**src/pkg/uswfc_map.svh**
```systemverilog
// Constants of the software flow control and sleep controller.
`ifndef USWFC_MAP_SVH
`define USWFC_MAP_SVH
`define USWFC_CLK_HZ 64'd50000000
`define USWFC_IDLE_SECONDS 64'd30
`define USWFC_IDLE_CYCLES (`USWFC_IDLE_SECONDS * `USWFC_CLK_HZ)
`define USWFC_PAUSE_DELAY_CHARS 2'h2
`define USWFC_SEL_RESUME1 2'h0
`define USWFC_SEL_RESUME2 2'h1
`define USWFC_SEL_PAUSE1 2'h2
`define USWFC_SEL_PAUSE2 2'h3
`define USWFC_TABLE_A 2'h0
`define USWFC_TABLE_B 2'h1
`define USWFC_TABLE_C 2'h2
`define USWFC_TABLE_D 2'h3
`define USWFC_TB_LVL0 7'h08
`define USWFC_TB_LVL1 7'h10
`define USWFC_TB_LVL2 7'h18
`define USWFC_TB_LVL3 7'h1C
`define USWFC_TB_RES0 7'h00
`define USWFC_TB_RES1 7'h08
`define USWFC_TB_RES2 7'h10
`define USWFC_TB_RES3 7'h18
`define USWFC_ISR_WAKE 4'h1
`define USWFC_ISR_NONE 4'h1
`define USWFC_ISR_FLOW 4'h0
`define USWFC_ISR_FLOW_BIT 4
`endif

```
**src/pkg/uswfc_pkg.sv**
```systemverilog
// Types of the software flow control and sleep controller.
package uswfc_pkg;
  typedef enum logic [1:0] {
    SND_IDLE,
    SND_WAIT,
    SND_FIRST,
    SND_SECOND
  } uswfc_send_type;

  typedef struct packed {
    logic [7:0] resume1;
    logic [7:0] resume2;
    logic [7:0] pause1;
    logic [7:0] pause2;
    logic held_valid;
    logic held_is_pause;
    logic [7:0] held_char;
    logic spill_valid;
    logic [7:0] spill_char;
    logic halt_req;
    logic tx_halt;
    logic flow_flag;
    logic push;
    logic [7:0] push_data;
    uswfc_send_type send_state;
    logic send_resume;
    logic pause_sent;
    logic [1:0] wait_cnt;
    logic tx_req;
    logic [7:0] tx_data;
    logic asleep;
    logic wake_int;
    logic rxd_last;
    logic [30:0] idle_cnt;
    logic pump_on;
    logic isolate;
    logic irq;
  } uswfc_state_type;
endpackage

```
**src/design/uswfc_ctrl.sv**
```systemverilog
// Software flow control, special character and sleep controller.
`timescale 1ns/1ps
`include "uswfc_map.svh"
module uswfc_ctrl
  import uswfc_pkg::*;
#(
  parameter logic [30:0] IDLE_CYCLES = 31'(`USWFC_IDLE_CYCLES)
)
(
  // Clock and reset.
  input wire logic core_clk,
  input wire logic rst,
  // Flow character writes.
  input wire logic char_wr_en,
  input wire logic [1:0] char_wr_sel,
  input wire logic [7:0] char_wr_data,
  // Configuration.
  input wire logic rx_flow_en,
  input wire logic rx_flow_double,
  input wire logic tx_auto_en,
  input wire logic tx_auto_double,
  input wire logic special_char_en,
  input wire logic [1:0] word_len_sel,
  input wire logic pause_int_en,
  input wire logic sleep_en,
  input wire logic [15:0] divisor,
  input wire logic [1:0] trig_table,
  input wire logic [1:0] trig_sel,
  input wire logic [6:0] trig_level,
  input wire logic [6:0] lower_level,
  input wire logic [6:0] hysteresis,
  // Receiver side.
  input wire logic rx_char_valid,
  input wire logic [7:0] rx_char_data,
  input wire logic [6:0] rx_fifo_count,
  input wire logic rxd_in,
  output logic rx_fifo_push,
  output logic [7:0] rx_fifo_data,
  // Transmitter side.
  input wire logic tx_busy,
  input wire logic tx_char_done,
  input wire logic char_time_tick,
  input wire logic flow_tx_ack,
  input wire logic thr_write,
  output logic tx_halt,
  output logic flow_tx_req,
  output logic [7:0] flow_tx_data,
  // Interrupt sources and reads.
  input wire logic other_int_pending,
  input wire logic [3:0] modem_status_delta,
  input wire logic isr_read,
  output logic flow_flag,
  output logic wake_int,
  output logic irq,
  // Power pins.
  input wire logic charge_pump_autosleep_pin,
  input wire logic isolate_pin,
  output logic osc_run,
  output logic charge_pump_on,
  output logic host_isolate
);
  uswfc_state_type st_reg;
  uswfc_state_type st_next;
  logic [3:0] hit;

  uswfc_char_match u_match (
    .word_len_sel(word_len_sel),
    .rx_char(rx_char_data),
    .resume_char1(st_reg.resume1),
    .resume_char2(st_reg.resume2),
    .pause_char1(st_reg.pause1),
    .pause_char2(st_reg.pause2),
    .match(hit)
  );

  // Pause threshold of the selected trigger table.
  function automatic logic [6:0] pause_level(input logic [1:0] tbl,
      input logic [1:0] sel, input logic [6:0] lvl);
    if (tbl == `USWFC_TABLE_B) begin
      case (sel)
        2'h0: pause_level = `USWFC_TB_LVL0;
        2'h1: pause_level = `USWFC_TB_LVL1;
        2'h2: pause_level = `USWFC_TB_LVL2;
        default: pause_level = `USWFC_TB_LVL3;
      endcase
    end else begin
      pause_level = lvl;
    end
  endfunction

  // Resume threshold: next lower level, or trigger minus hysteresis.
  function automatic logic [6:0] resume_level(input logic [1:0] tbl,
      input logic [1:0] sel, input logic [6:0] lvl, input logic [6:0] low,
      input logic [6:0] hys);
    if (tbl == `USWFC_TABLE_B) begin
      // Table B resumes on reaching its listed count, so the strict bound
      // sits one above it; a bound of zero would never resume.
      case (sel)
        2'h0: resume_level = `USWFC_TB_RES0 + 7'h01;
        2'h1: resume_level = `USWFC_TB_RES1 + 7'h01;
        2'h2: resume_level = `USWFC_TB_RES2 + 7'h01;
        default: resume_level = `USWFC_TB_RES3 + 7'h01;
      endcase
    end else if (tbl == `USWFC_TABLE_D) begin
      resume_level = (hys > lvl) ? 7'h00 : 7'(lvl - hys);
    end else begin
      resume_level = low;
    end
  endfunction

  always_comb begin
    logic first_hit;
    logic second_hit;
    logic wake_evt;
    logic sleep_ok;
    logic modem_idle;
    first_hit = 1'b0;
    second_hit = 1'b0;
    wake_evt = 1'b0;
    sleep_ok = 1'b0;
    modem_idle = 1'b0;
    st_next = st_reg;
    st_next.push = 1'b0;

    if (char_wr_en) begin
      case (char_wr_sel)
        `USWFC_SEL_RESUME1: st_next.resume1 = char_wr_data;
        `USWFC_SEL_RESUME2: st_next.resume2 = char_wr_data;
        `USWFC_SEL_PAUSE1: st_next.pause1 = char_wr_data;
        default: st_next.pause2 = char_wr_data;
      endcase
    end

    // A character held back earlier is released one cycle later.
    if (st_reg.spill_valid) begin
      st_next.push = 1'b1;
      st_next.push_data = st_reg.spill_char;
      st_next.spill_valid = 1'b0;
    end

    // Receive path keeps running whatever the transmitter does.
    if (rx_char_valid) begin
      if (rx_flow_en && !rx_flow_double) begin
        if (hit[2]) begin
          first_hit = 1'b1;
          st_next.halt_req = 1'b1;
        end else if (hit[0]) begin
          second_hit = 1'b1;
          st_next.halt_req = 1'b0;
        end
      end else if (rx_flow_en) begin
        if (st_reg.held_valid) begin
          st_next.held_valid = 1'b0;
          if (st_reg.held_is_pause ? hit[3] : hit[1]) begin
            st_next.halt_req = st_reg.held_is_pause;
            first_hit = st_reg.held_is_pause;
            second_hit = !st_reg.held_is_pause;
          end else begin
            // Held character was ordinary data after all.
            st_next.push = 1'b1;
            st_next.push_data = st_reg.held_char;
            if (hit[2] || hit[0]) begin
              st_next.held_valid = 1'b1;
              st_next.held_is_pause = hit[2];
              st_next.held_char = rx_char_data;
            end else begin
              st_next.spill_valid = 1'b1;
              st_next.spill_char = rx_char_data;
            end
          end
        end else if (hit[2] || hit[0]) begin
          st_next.held_valid = 1'b1;
          st_next.held_is_pause = hit[2];
          st_next.held_char = rx_char_data;
        end
      end
      if (!first_hit && !second_hit && !st_next.held_valid &&
          !st_next.spill_valid && !st_next.push) begin
        st_next.push = 1'b1;
        st_next.push_data = rx_char_data;
      end else if (!first_hit && !second_hit && !st_next.held_valid &&
                   !st_next.spill_valid) begin
        st_next.spill_valid = 1'b1;
        st_next.spill_char = rx_char_data;
      end
    end

    // The flag clears on a resume or a status read; a new set wins.
    if (second_hit || isr_read) begin
      st_next.flow_flag = 1'b0;
    end
    if (first_hit && pause_int_en) begin
      st_next.flow_flag = 1'b1;
    end
    if (rx_char_valid && special_char_en && hit[3] && !first_hit &&
        !second_hit) begin
      st_next.flow_flag = 1'b1;
    end

    // Halt only at a character boundary.
    if (!st_next.halt_req) begin
      st_next.tx_halt = 1'b0;
    end else if (!tx_busy || tx_char_done) begin
      st_next.tx_halt = 1'b1;
    end

    // Automatic pause and resume sender.
    case (st_reg.send_state)
      SND_IDLE: begin
        if (tx_auto_en && !st_reg.pause_sent && rx_fifo_count >=
            pause_level(trig_table, trig_sel, trig_level)) begin
          st_next.send_state = SND_WAIT;
          st_next.wait_cnt = 2'h0;
          st_next.send_resume = 1'b0;
        end else if (st_reg.pause_sent && rx_fifo_count <
            resume_level(trig_table, trig_sel, trig_level, lower_level,
                         hysteresis)) begin
          st_next.send_state = SND_FIRST;
          st_next.send_resume = 1'b1;
        end
      end
      SND_WAIT: begin
        if (char_time_tick) begin
          st_next.wait_cnt = st_reg.wait_cnt + 2'h1;
        end
        if (st_next.wait_cnt == `USWFC_PAUSE_DELAY_CHARS) begin
          st_next.send_state = SND_FIRST;
        end
      end
      SND_FIRST: begin
        if (flow_tx_ack) begin
          st_next.send_state = tx_auto_double ? SND_SECOND : SND_IDLE;
          st_next.pause_sent = tx_auto_double ? st_reg.pause_sent :
                               !st_reg.send_resume;
        end
      end
      default: begin
        if (flow_tx_ack) begin
          st_next.send_state = SND_IDLE;
          st_next.pause_sent = !st_reg.send_resume;
        end
      end
    endcase
    st_next.tx_req = (st_next.send_state == SND_FIRST) ||
                     (st_next.send_state == SND_SECOND);
    if (st_next.send_state == SND_SECOND) begin
      st_next.tx_data = st_next.send_resume ? st_reg.resume2 : st_reg.pause2;
    end else begin
      st_next.tx_data = st_next.send_resume ? st_reg.resume1 : st_reg.pause1;
    end

    // Sleep control. Isolated hosts cannot wake the part by writing.
    st_next.rxd_last = rxd_in;
    wake_evt = (rxd_in && !st_reg.rxd_last) || (|modem_status_delta) ||
               (thr_write && !st_reg.isolate);
    sleep_ok = !st_reg.irq && !other_int_pending && !st_reg.wake_int &&
               (divisor != 16'h0000) && sleep_en &&
               (modem_status_delta == 4'h0) && !rxd_in;
    if (isr_read) begin
      st_next.wake_int = 1'b0;
    end
    if (st_reg.asleep && wake_evt) begin
      st_next.asleep = 1'b0;
      st_next.wake_int = sleep_en;
    end else if (!st_reg.asleep && sleep_ok && !wake_evt) begin
      st_next.asleep = 1'b1;
    end

    // Idle timer for the charge pump while the UART is awake.
    modem_idle = (modem_status_delta == 4'h0) && !rxd_in && !tx_busy &&
                 !thr_write;
    if (!charge_pump_autosleep_pin || !modem_idle || st_reg.asleep) begin
      st_next.idle_cnt = 31'h00000000;
    end else if (st_reg.idle_cnt != IDLE_CYCLES) begin
      st_next.idle_cnt = st_reg.idle_cnt + 31'h00000001;
    end
    // The pump restarts as soon as the pin drops, or the oscillator runs with the idle timer short of IDLE_CYCLES.
    st_next.pump_on = !charge_pump_autosleep_pin ||
                      !(st_next.asleep ||
                        st_next.idle_cnt == IDLE_CYCLES);
    st_next.isolate = isolate_pin && st_next.asleep;
    st_next.irq = st_next.flow_flag || st_next.wake_int;
  end

  always_ff @(posedge core_clk) begin
    if (rst) begin
      st_reg <= '0;
      st_reg.send_state <= SND_IDLE;
      st_reg.pump_on <= 1'b1;
    end else begin
      st_reg <= st_next;
    end
  end

  assign rx_fifo_push = st_reg.push;
  assign rx_fifo_data = st_reg.push_data;
  assign tx_halt = st_reg.tx_halt;
  assign flow_tx_req = st_reg.tx_req;
  assign flow_tx_data = st_reg.tx_data;
  assign flow_flag = st_reg.flow_flag;
  assign wake_int = st_reg.wake_int;
  assign irq = st_reg.irq;
  assign osc_run = !st_reg.asleep;
  assign charge_pump_on = st_reg.pump_on;
  assign host_isolate = st_reg.isolate;
endmodule // uswfc_ctrl

```
**src/design/uswfc_char_match.sv**
```systemverilog
// Word-length masked compare of a received character with four characters.
`timescale 1ns/1ps
module uswfc_char_match
  import uswfc_pkg::*;
(
  // Word length select, 0 gives 5 bits up to 3 giving 8 bits.
  input wire logic [1:0] word_len_sel,
  // Character under test.
  input wire logic [7:0] rx_char,
  // Programmed characters.
  input wire logic [7:0] resume_char1,
  input wire logic [7:0] resume_char2,
  input wire logic [7:0] pause_char1,
  input wire logic [7:0] pause_char2,
  // Match results, bit order resume1, resume2, pause1, pause2.
  output logic [3:0] match
);
  // Bit 0 of each character lines up with the first received data bit.
  function automatic logic same(input logic [1:0] wl, input logic [7:0] a,
                                input logic [7:0] b);
    logic [7:0] mask;
    mask = 8'hFF >> (3'h3 - {1'b0, wl});
    same = ((a ^ b) & mask) == 8'h00;
  endfunction

  always_comb begin
    match[0] = same(word_len_sel, rx_char, resume_char1);
    match[1] = same(word_len_sel, rx_char, resume_char2);
    match[2] = same(word_len_sel, rx_char, pause_char1);
    match[3] = same(word_len_sel, rx_char, pause_char2);
  end
endmodule // uswfc_char_match

```
**config.mk**
```make
export PLATFORM = sky130hd
export DESIGN_NAME = uswfc_ctrl
export DESIGN_NICKNAME = d
export VERILOG_FILES = /design/src/pkg/uswfc_pkg.sv /design/src/design/uswfc_ctrl.sv /design/src/design/uswfc_char_match.sv
export VERILOG_INCLUDE_DIRS = /design/src /design/src/pkg
export SDC_FILE = /design/constraint.sdc
export NUM_CORES = 1
export LEC_CHECK = 0
export ABC_AREA = 1
export BUFFER_PORTS_ARGS = -buffer_cell sky130_fd_sc_hd__clkbuf_2
export CORE_MARGIN = 4
export CORE_UTILIZATION = 50
export CTS_BUF_LIST = sky130_fd_sc_hd__clkbuf_8
export DETAILED_ROUTE_END_ITERATION = 16
export PLACE_DENSITY = 0.83
export SYNTH_ARGS = -nofsm -noshare
export SYNTH_HDL_FRONTEND = slang
export SYNTH_SLANG_ARGS = --single-unit
```
**constraint.sdc**
```tcl
create_clock -name core_clk -period 7.9 [get_ports core_clk]
set_input_delay 1.975 -clock core_clk [delete_from_list [all_inputs] [get_ports core_clk]]
set_output_delay 1.975 -clock core_clk [all_outputs]
set_load 0.01 [all_outputs]
```
==> metrics.cfg, run 1 <==
[status]
status = complete, no violations

[synth]
synth_cell_types = 46
synth_cells = 1151
synth_edf_count = 0
synth_top_area_share_pct = 30.66
synth_warnings = 0
netlist_area_mm2 = 0.007443
synthFlopType = dfxtp_1
async_flop_share_pct = 0
synth_top_area_cell = dfxtp_1
yosys-top-cells-count = nand2_1 (245), inv_1 (147), dfxtp_1 (114), nor2_1 (114), nand3_1 (98)
avgSynthCellArea_um2 = 6.467
syn_nets = 1268
synth_seq_cells = 114
yosysMostFrequentCell = nand2_1
synth_area_leaders = dfxtp_1 (31%), nand2_1 (12%), inv_1 (7.4%)
ys_seq_area_share_pct = 30.66

[global_route]
grtUsageTotal_pct = 24.56
antenna_found_initial = 0
grt_pass1_wl_um = 33670
grt_pass1_vias = 7387
overflow = 0
grt_max_degree = 63

[worst_setup_path]
required_ns = 8.28
max_stage_delay_ns = 0.39
critical-path-top-delay-family = compound AO/OA/AOI/OAI gates
cp_num_buf_inv = 4
worstPathMaxFanout = 9
crit_path_end_kind = register
path_cells = clkbuf_2, inv_1, ha_1, inv_1, fa_1, a31oi_1, nor2_1, o21ai_0, nand2_1, o21ai_0, a21oi_1, a21oi_1, ha_1, nand2_1, nor2_1, a2111oi_0, nand2_1, nand2_1, nand2_1, inv_1, nand3_1, a21oi_1
critical_path_class = primary input to register
slowest_stage = fa_1
crit_top_cell = nand2_1
arrival_ns = 5.45
critPathLaunchType = primary input

[detailed_routing]
ant_nets = 0
vias = 7792
wl_um = 20490
viasPerCell = 5.430
first_iter_violations = 645
drtPass1Iterations = 5
wl_per_cell_um = 14.28
drc = 0

[clocking]
post_cts_buffers = 0
cts_tree = done
cts-resized-gates = 0
cts_max_level = 4
cts_made_buffers = 17
clk_pin_slew_worst_paths_ns = 0.07
cts.sinks = 114
clk_latency_ns = 0.45
hold_buffers = 0
cts_root_buffer = clkbuf_8
clock_path_buffers = 2

[finish]
area_growth_pct = 13.58
layout.nets = 1355
n_antenna_cell = 0
drive_above_1_share_pct = 15.11
largest_reg_flops = 91
fillers = 1401
post-route-cell-area_mm2 = 0.008454

[sta]
worstMarginPinSlew_ns = 0.7204
setup-tns-final_ns = 0
setup_viol = 0
worst_slack_ns = 2.823
rsz0062_at_grt = no
max_freq_mhz = 197.0
slew-limit-headroom_pct = 51.97
hold_viol_final = 0
period_share_pct = 64.26
fin_skew_ns = 0.01315
fin_crit_ns = 5.077
final_max_slew_viol_count = 0
whs_ns = 0.4281

[placement]
placement.io_buffers = 117
placed_area_mm2 = 0.008005
dp_hpwl_um = 15490
gp_routability_congestion = 0.9840
dp_slack_ns = 2.449

[power_and_ir_drop]
power.density_mw_per_mm2 = 167.5
leakage_nw = 3.706
ir_drop_uv = 168.5

[floorplanning]
die_h_um = 130.0
ioPinCount = 118
die_area_mm2 = 0.01690
die_w_um = 130.0
rows = 44
start_util_pct = 51.21
core_area_mm2 = 0.01453

[run]
cap_violations = 0

[worst_hold_path]
hold_class = register to register

cell families after synthesis:
| family | count (synthesis) | synth area share [%] |
|---|---|---|
| adder cells (fa/ha/maj) | 24 | 4.135 |
| XOR/XNOR | 37 | 4.354 |
| buffers and inverters | 206 | 11.55 |
| flip-flops | 114 | 30.66 |
| AND/OR/NAND/NOR | 558 | 33.90 |
| AO/OA/AOI/OAI | 212 | 15.40 |
final timing paths:
check	startpoint	end	slack, ns	cells after the start
max reg2reg	st_reg[3]$_SDFF_PP0_	charge_pump_on$_SDFF_PP1_	5.06	14
max	trig_level[0]	flow_tx_data[0]$_SDFF_PP0_	2.82	22
min reg2reg	st_reg[49]$_SDFF_PP0_	st_reg[48]$_SDFFE_PP0P_	0.43	1
min	st_reg[49]$_SDFF_PP0_	st_reg[48]$_SDFFE_PP0P_	0.43	1
cell type report:
cell class / instances / area, um^2 / area share [%]
multi-input cells: 831 / 4307 / 50.94
flip-flops and latches: 114 / 2282 / 26.99
repair buffers: 120 / 608.1 / 7.193
inverters: 154 / 578.1 / 6.837
clock buffers: 21 / 289.0 / 3.419
well taps: 184 / 230.2 / 2.723
clock inverters: 11 / 160.2 / 1.894
placed cells by master, fill, tap and decap left out, types with 27 or more instances in the layout:
cell and count:
a21oi_1 86, clkbuf_2 117, dfxtp_1 114, inv_1 150
nand2_1 245, nand3_1 98, nor2_1 114, nor3_1 27
o21ai_0 80, xor2_1 27
power by group:
part           internal [W]  switching [W]
Combinational     0.0000755       0.000122
Sequential         0.000592      0.0000102
Clock              0.000374       0.000242
routing by layer:
layer	track usage (%)	up-vias	wire length [um]
met5	0	-	0
met4	10.64	0	565
met3	5.199	47	1135
met2	42.64	257	10230
met1	29.32	3551	8555
li1	-	3937	-
stage by stage:
stage / utilization [%] / total power (W) / instances
floorplan: - / 0.0007476 / 1151
global placement: 55.08 / 0.0008058 / 1403
detailed placement: 55.08 / 0.0008106 / 1403
CTS: 58.17 / 0.001420 / 1435
global route: 58.17 / 0.001472 / 1435
finish: 58.17 / 0.001416 / 1435
No activity file was read; power rests on OpenSTA's default activity.
==> inputs of run 2 (changes only) <==
--- a/config.mk
+++ b/config.mk
@@ -6,13 +6,13 @@
 export SDC_FILE = /design/constraint.sdc
 export NUM_CORES = 1
 export LEC_CHECK = 0
-export ABC_AREA = 1
+export ABC_AREA = 0
 export BUFFER_PORTS_ARGS = -buffer_cell sky130_fd_sc_hd__clkbuf_2
 export CORE_MARGIN = 4
 export CORE_UTILIZATION = 50
 export CTS_BUF_LIST = sky130_fd_sc_hd__clkbuf_8
 export DETAILED_ROUTE_END_ITERATION = 16
-export PLACE_DENSITY = 0.83
+export PLACE_DENSITY = 0.86
 export SYNTH_ARGS = -nofsm -noshare
 export SYNTH_HDL_FRONTEND = slang
 export SYNTH_SLANG_ARGS = --single-unit
==> constraint.sdc (replaced) <==
create_clock -name core_clk -period 4.39 [get_ports core_clk]
set_input_delay 1.0975 -clock core_clk [delete_from_list [all_inputs] [get_ports core_clk]]
set_output_delay 1.0975 -clock core_clk [all_outputs]
set_load 0.01 [all_outputs]
==> metrics.cfg, run 2 <==
[placement]
gp_routability_congestion = 0.8856
placement.io_buffers = 117
dpl.cell_count = 999
dp_hpwl_um = 12400

[finish]
mostFrequentLayoutCell = clkbuf_2
area_growth_pct = 14.81
multiInputGateArea_mm2 = 0.004030
mostFrequentLayoutCells = clkbuf_2 (117), dfxtp_1 (114), nor2_1 (98)
fillers = 1202
largest_reg_flops = 91
layout.nets = 961
drive_above_1_share_pct = 21.64
fin_cells = 1031
regArea_mm2 = 0.002282
fin_util_pct = 58.47
n_antenna_cell = 0

[sta]
fin_skew_ns = 0.01191
hold_viol_final = 0
period_share_pct = 95.41
worstMarginPinSlew_ns = 0.7301
max_freq_mhz = 238.7
setup_viol = 0
slew-limit-headroom_pct = 51.26
final_max_slew_viol_count = 0
fin_crit_ns = 4.189
rsz0062_at_grt = no

[global_route]
grt_pass1_wl_um = 27140
grt_max_degree = 69
overflow = 0
grtUsageTotal_pct = 22.31
grt_pass1_vias = 5665
antenna_found_initial = 0

[detailed_routing]
wl_um = 16730
viasPerCell = 5.720
drtPass1Iterations = 5
first_iter_violations = 456
vias = 5897
wl_per_cell_um = 16.23
drc = 0
ant_nets = 0

[worst_setup_path]
rrSetupSlack_ns = 1.73
cp_num_buf_inv = 5
worstPathMaxFanout = 8
slowest_stage = fa_1
critical_path_class = primary input to register
max_stage_delay_ns = 0.41
required_ns = 4.71
path_cells = clkbuf_2, inv_1, ha_1, inv_1, fa_1, a21o_1, a21o_1, a21o_1, a21oi_1, xnor2_1, a21oi_1, ha_1, nand4_1, buf_4, a211o_1, a21oi_1, a32oi_4, buf_12, mux2i_1, o22ai_1
critPathLaunchType = primary input
crit_path_end_kind = register
arrival_ns = 4.50
critical-path-top-delay-family = compound AO/OA/AOI/OAI gates

[status]
status = complete, no violations

[synth]
yosys-top-cells-count = dfxtp_1 (114), nor2_1 (98), mux2i_1 (66), xnor2_1 (50), a21oi_1 (30)
yosysMostFrequentCell = dfxtp_1
async_flop_share_pct = 0
synth_area_leaders = dfxtp_1 (34%), mux2i_1 (9.8%), xnor2_1 (6.5%)
avgSynthCellArea_um2 = 8.909
netlist_area_mm2 = 0.006744
synth_warnings = 0
synthFlopType = dfxtp_1
synth_cells = 757
syn_nets = 874
synth_seq_cells = 114
synth_edf_count = 0
synth_top_area_share_pct = 33.84
synth_top_area_cell = dfxtp_1
ys_seq_area_share_pct = 33.84
synth_cell_types = 72

[floorplanning]
start_util_pct = 50.93
ioPinCount = 118
die_h_um = 124.1
core_area_mm2 = 0.01324
die_w_um = 124.1
die_area_mm2 = 0.01541
rows = 42

[clocking]
cts.sinks = 114
clk_pin_slew_worst_paths_ns = 0.07
cts_tree = done
cts_made_buffers = 17
clock_path_buffers = 2
hold_buffers = 0
cts_root_buffer = clkbuf_8
cts_max_level = 4
clk_latency_ns = 0.44

[run]
cap_violations = 0

[power_and_ir_drop]
ir_drop_uv = 375.2
leakage_nw = 3.133
power.density_mw_per_mm2 = 306.7

[worst_hold_path]
hold_class = register to register

==> run 2: cell count changes after synthesis, sizes merged, moves of 40 or more <==
cell,delta
a21oi,-56
xnor2,+40
nand3,-73
nand2,-221
inv,-126
mux2i,+66
o21ai,-78
==> run 2: through the flow <==
| stage | TNS, ns | cell area [um^2] | total power, W | hold WS [ns] | worst slack, ns |
|---|---|---|---|---|---|
| after global placement | -0.7834 | 7287 | 0.001365 | 0.4525 | -0.1005 |
| after floorplan | 0 | 6744 | 0.001276 | 0.4140 | 0.004700 |
| final | 0 | 7742 | 0.002374 | 0.4753 | 0.2013 |
| after global routing | 0 | 7742 | 0.002477 | 0.4981 | 0.007100 |
| after detailed placement | -2.254 | 7287 | 0.001373 | 0.4552 | -0.2837 |
| after CTS | 0 | 7697 | 0.002385 | 0.4762 | 0.1574 |
==> run 2: layout make-up <==
cell class              count  share of cell area, %
multi-input cells         556                  52.05
flip-flops and latches    114                  29.48
repair buffers            128                  9.017
clock buffers              20                  3.555
well taps                 176                  2.844
clock inverters            10                  1.745
inverters                  27                  1.309
==> run 2: logic make-up (layout without fill, tap and decap cells) <==
| family | Yosys count | after routing | share of synthesized area (%) |
|---|---|---|---|
| compound gates | 140 | 140 | 15.60 |
| mux | 66 | 66 | 9.796 |
| buf+inv | 87 | 185 | 6.586 |
| fa+ha+maj | 24 | 24 | 4.564 |
| xor+xnor | 69 | 69 | 8.961 |
| simple gates | 257 | 257 | 20.65 |
| flops | 114 | 114 | 33.84 |
==> run 2: what timing repair did <==
item / CTS / global route
hold endpoints to repair: 0 / 0
buffers inserted: 0 / 1
resized for setup: 0 / 5
setup endpoints to repair: 0 / 9
==> run 2: final timing paths <==
check,cells past startpoint,to,startpoint
worst max-delay path,20,flow_tx_data[7]$_SDFF_PP0_,trig_level[0]
worst max register to register,9,charge_pump_on$_SDFF_PP1_,st_reg[3]$_SDFF_PP0_
worst min-delay path,1,st_reg[66]$_SDFFE_PP0P_,st_reg[66]$_SDFFE_PP0P_
worst min register to register,1,st_reg[66]$_SDFFE_PP0P_,st_reg[66]$_SDFFE_PP0P_
==> run 2: layer usage <==
layer / share of wire, % / GRT usage, %
met1: 41 / 26.94
met2: 49 / 38.18
met3: 7.5 / 6.222
met4: 2.0 / 7.598
met5: 0 / 0
==> run 2: report_power, final <==
part	internal [W]	switching, W
sequential	0.00105	0.0000182
combinational	0.000129	0.000153
clock	0.000597	0.000423
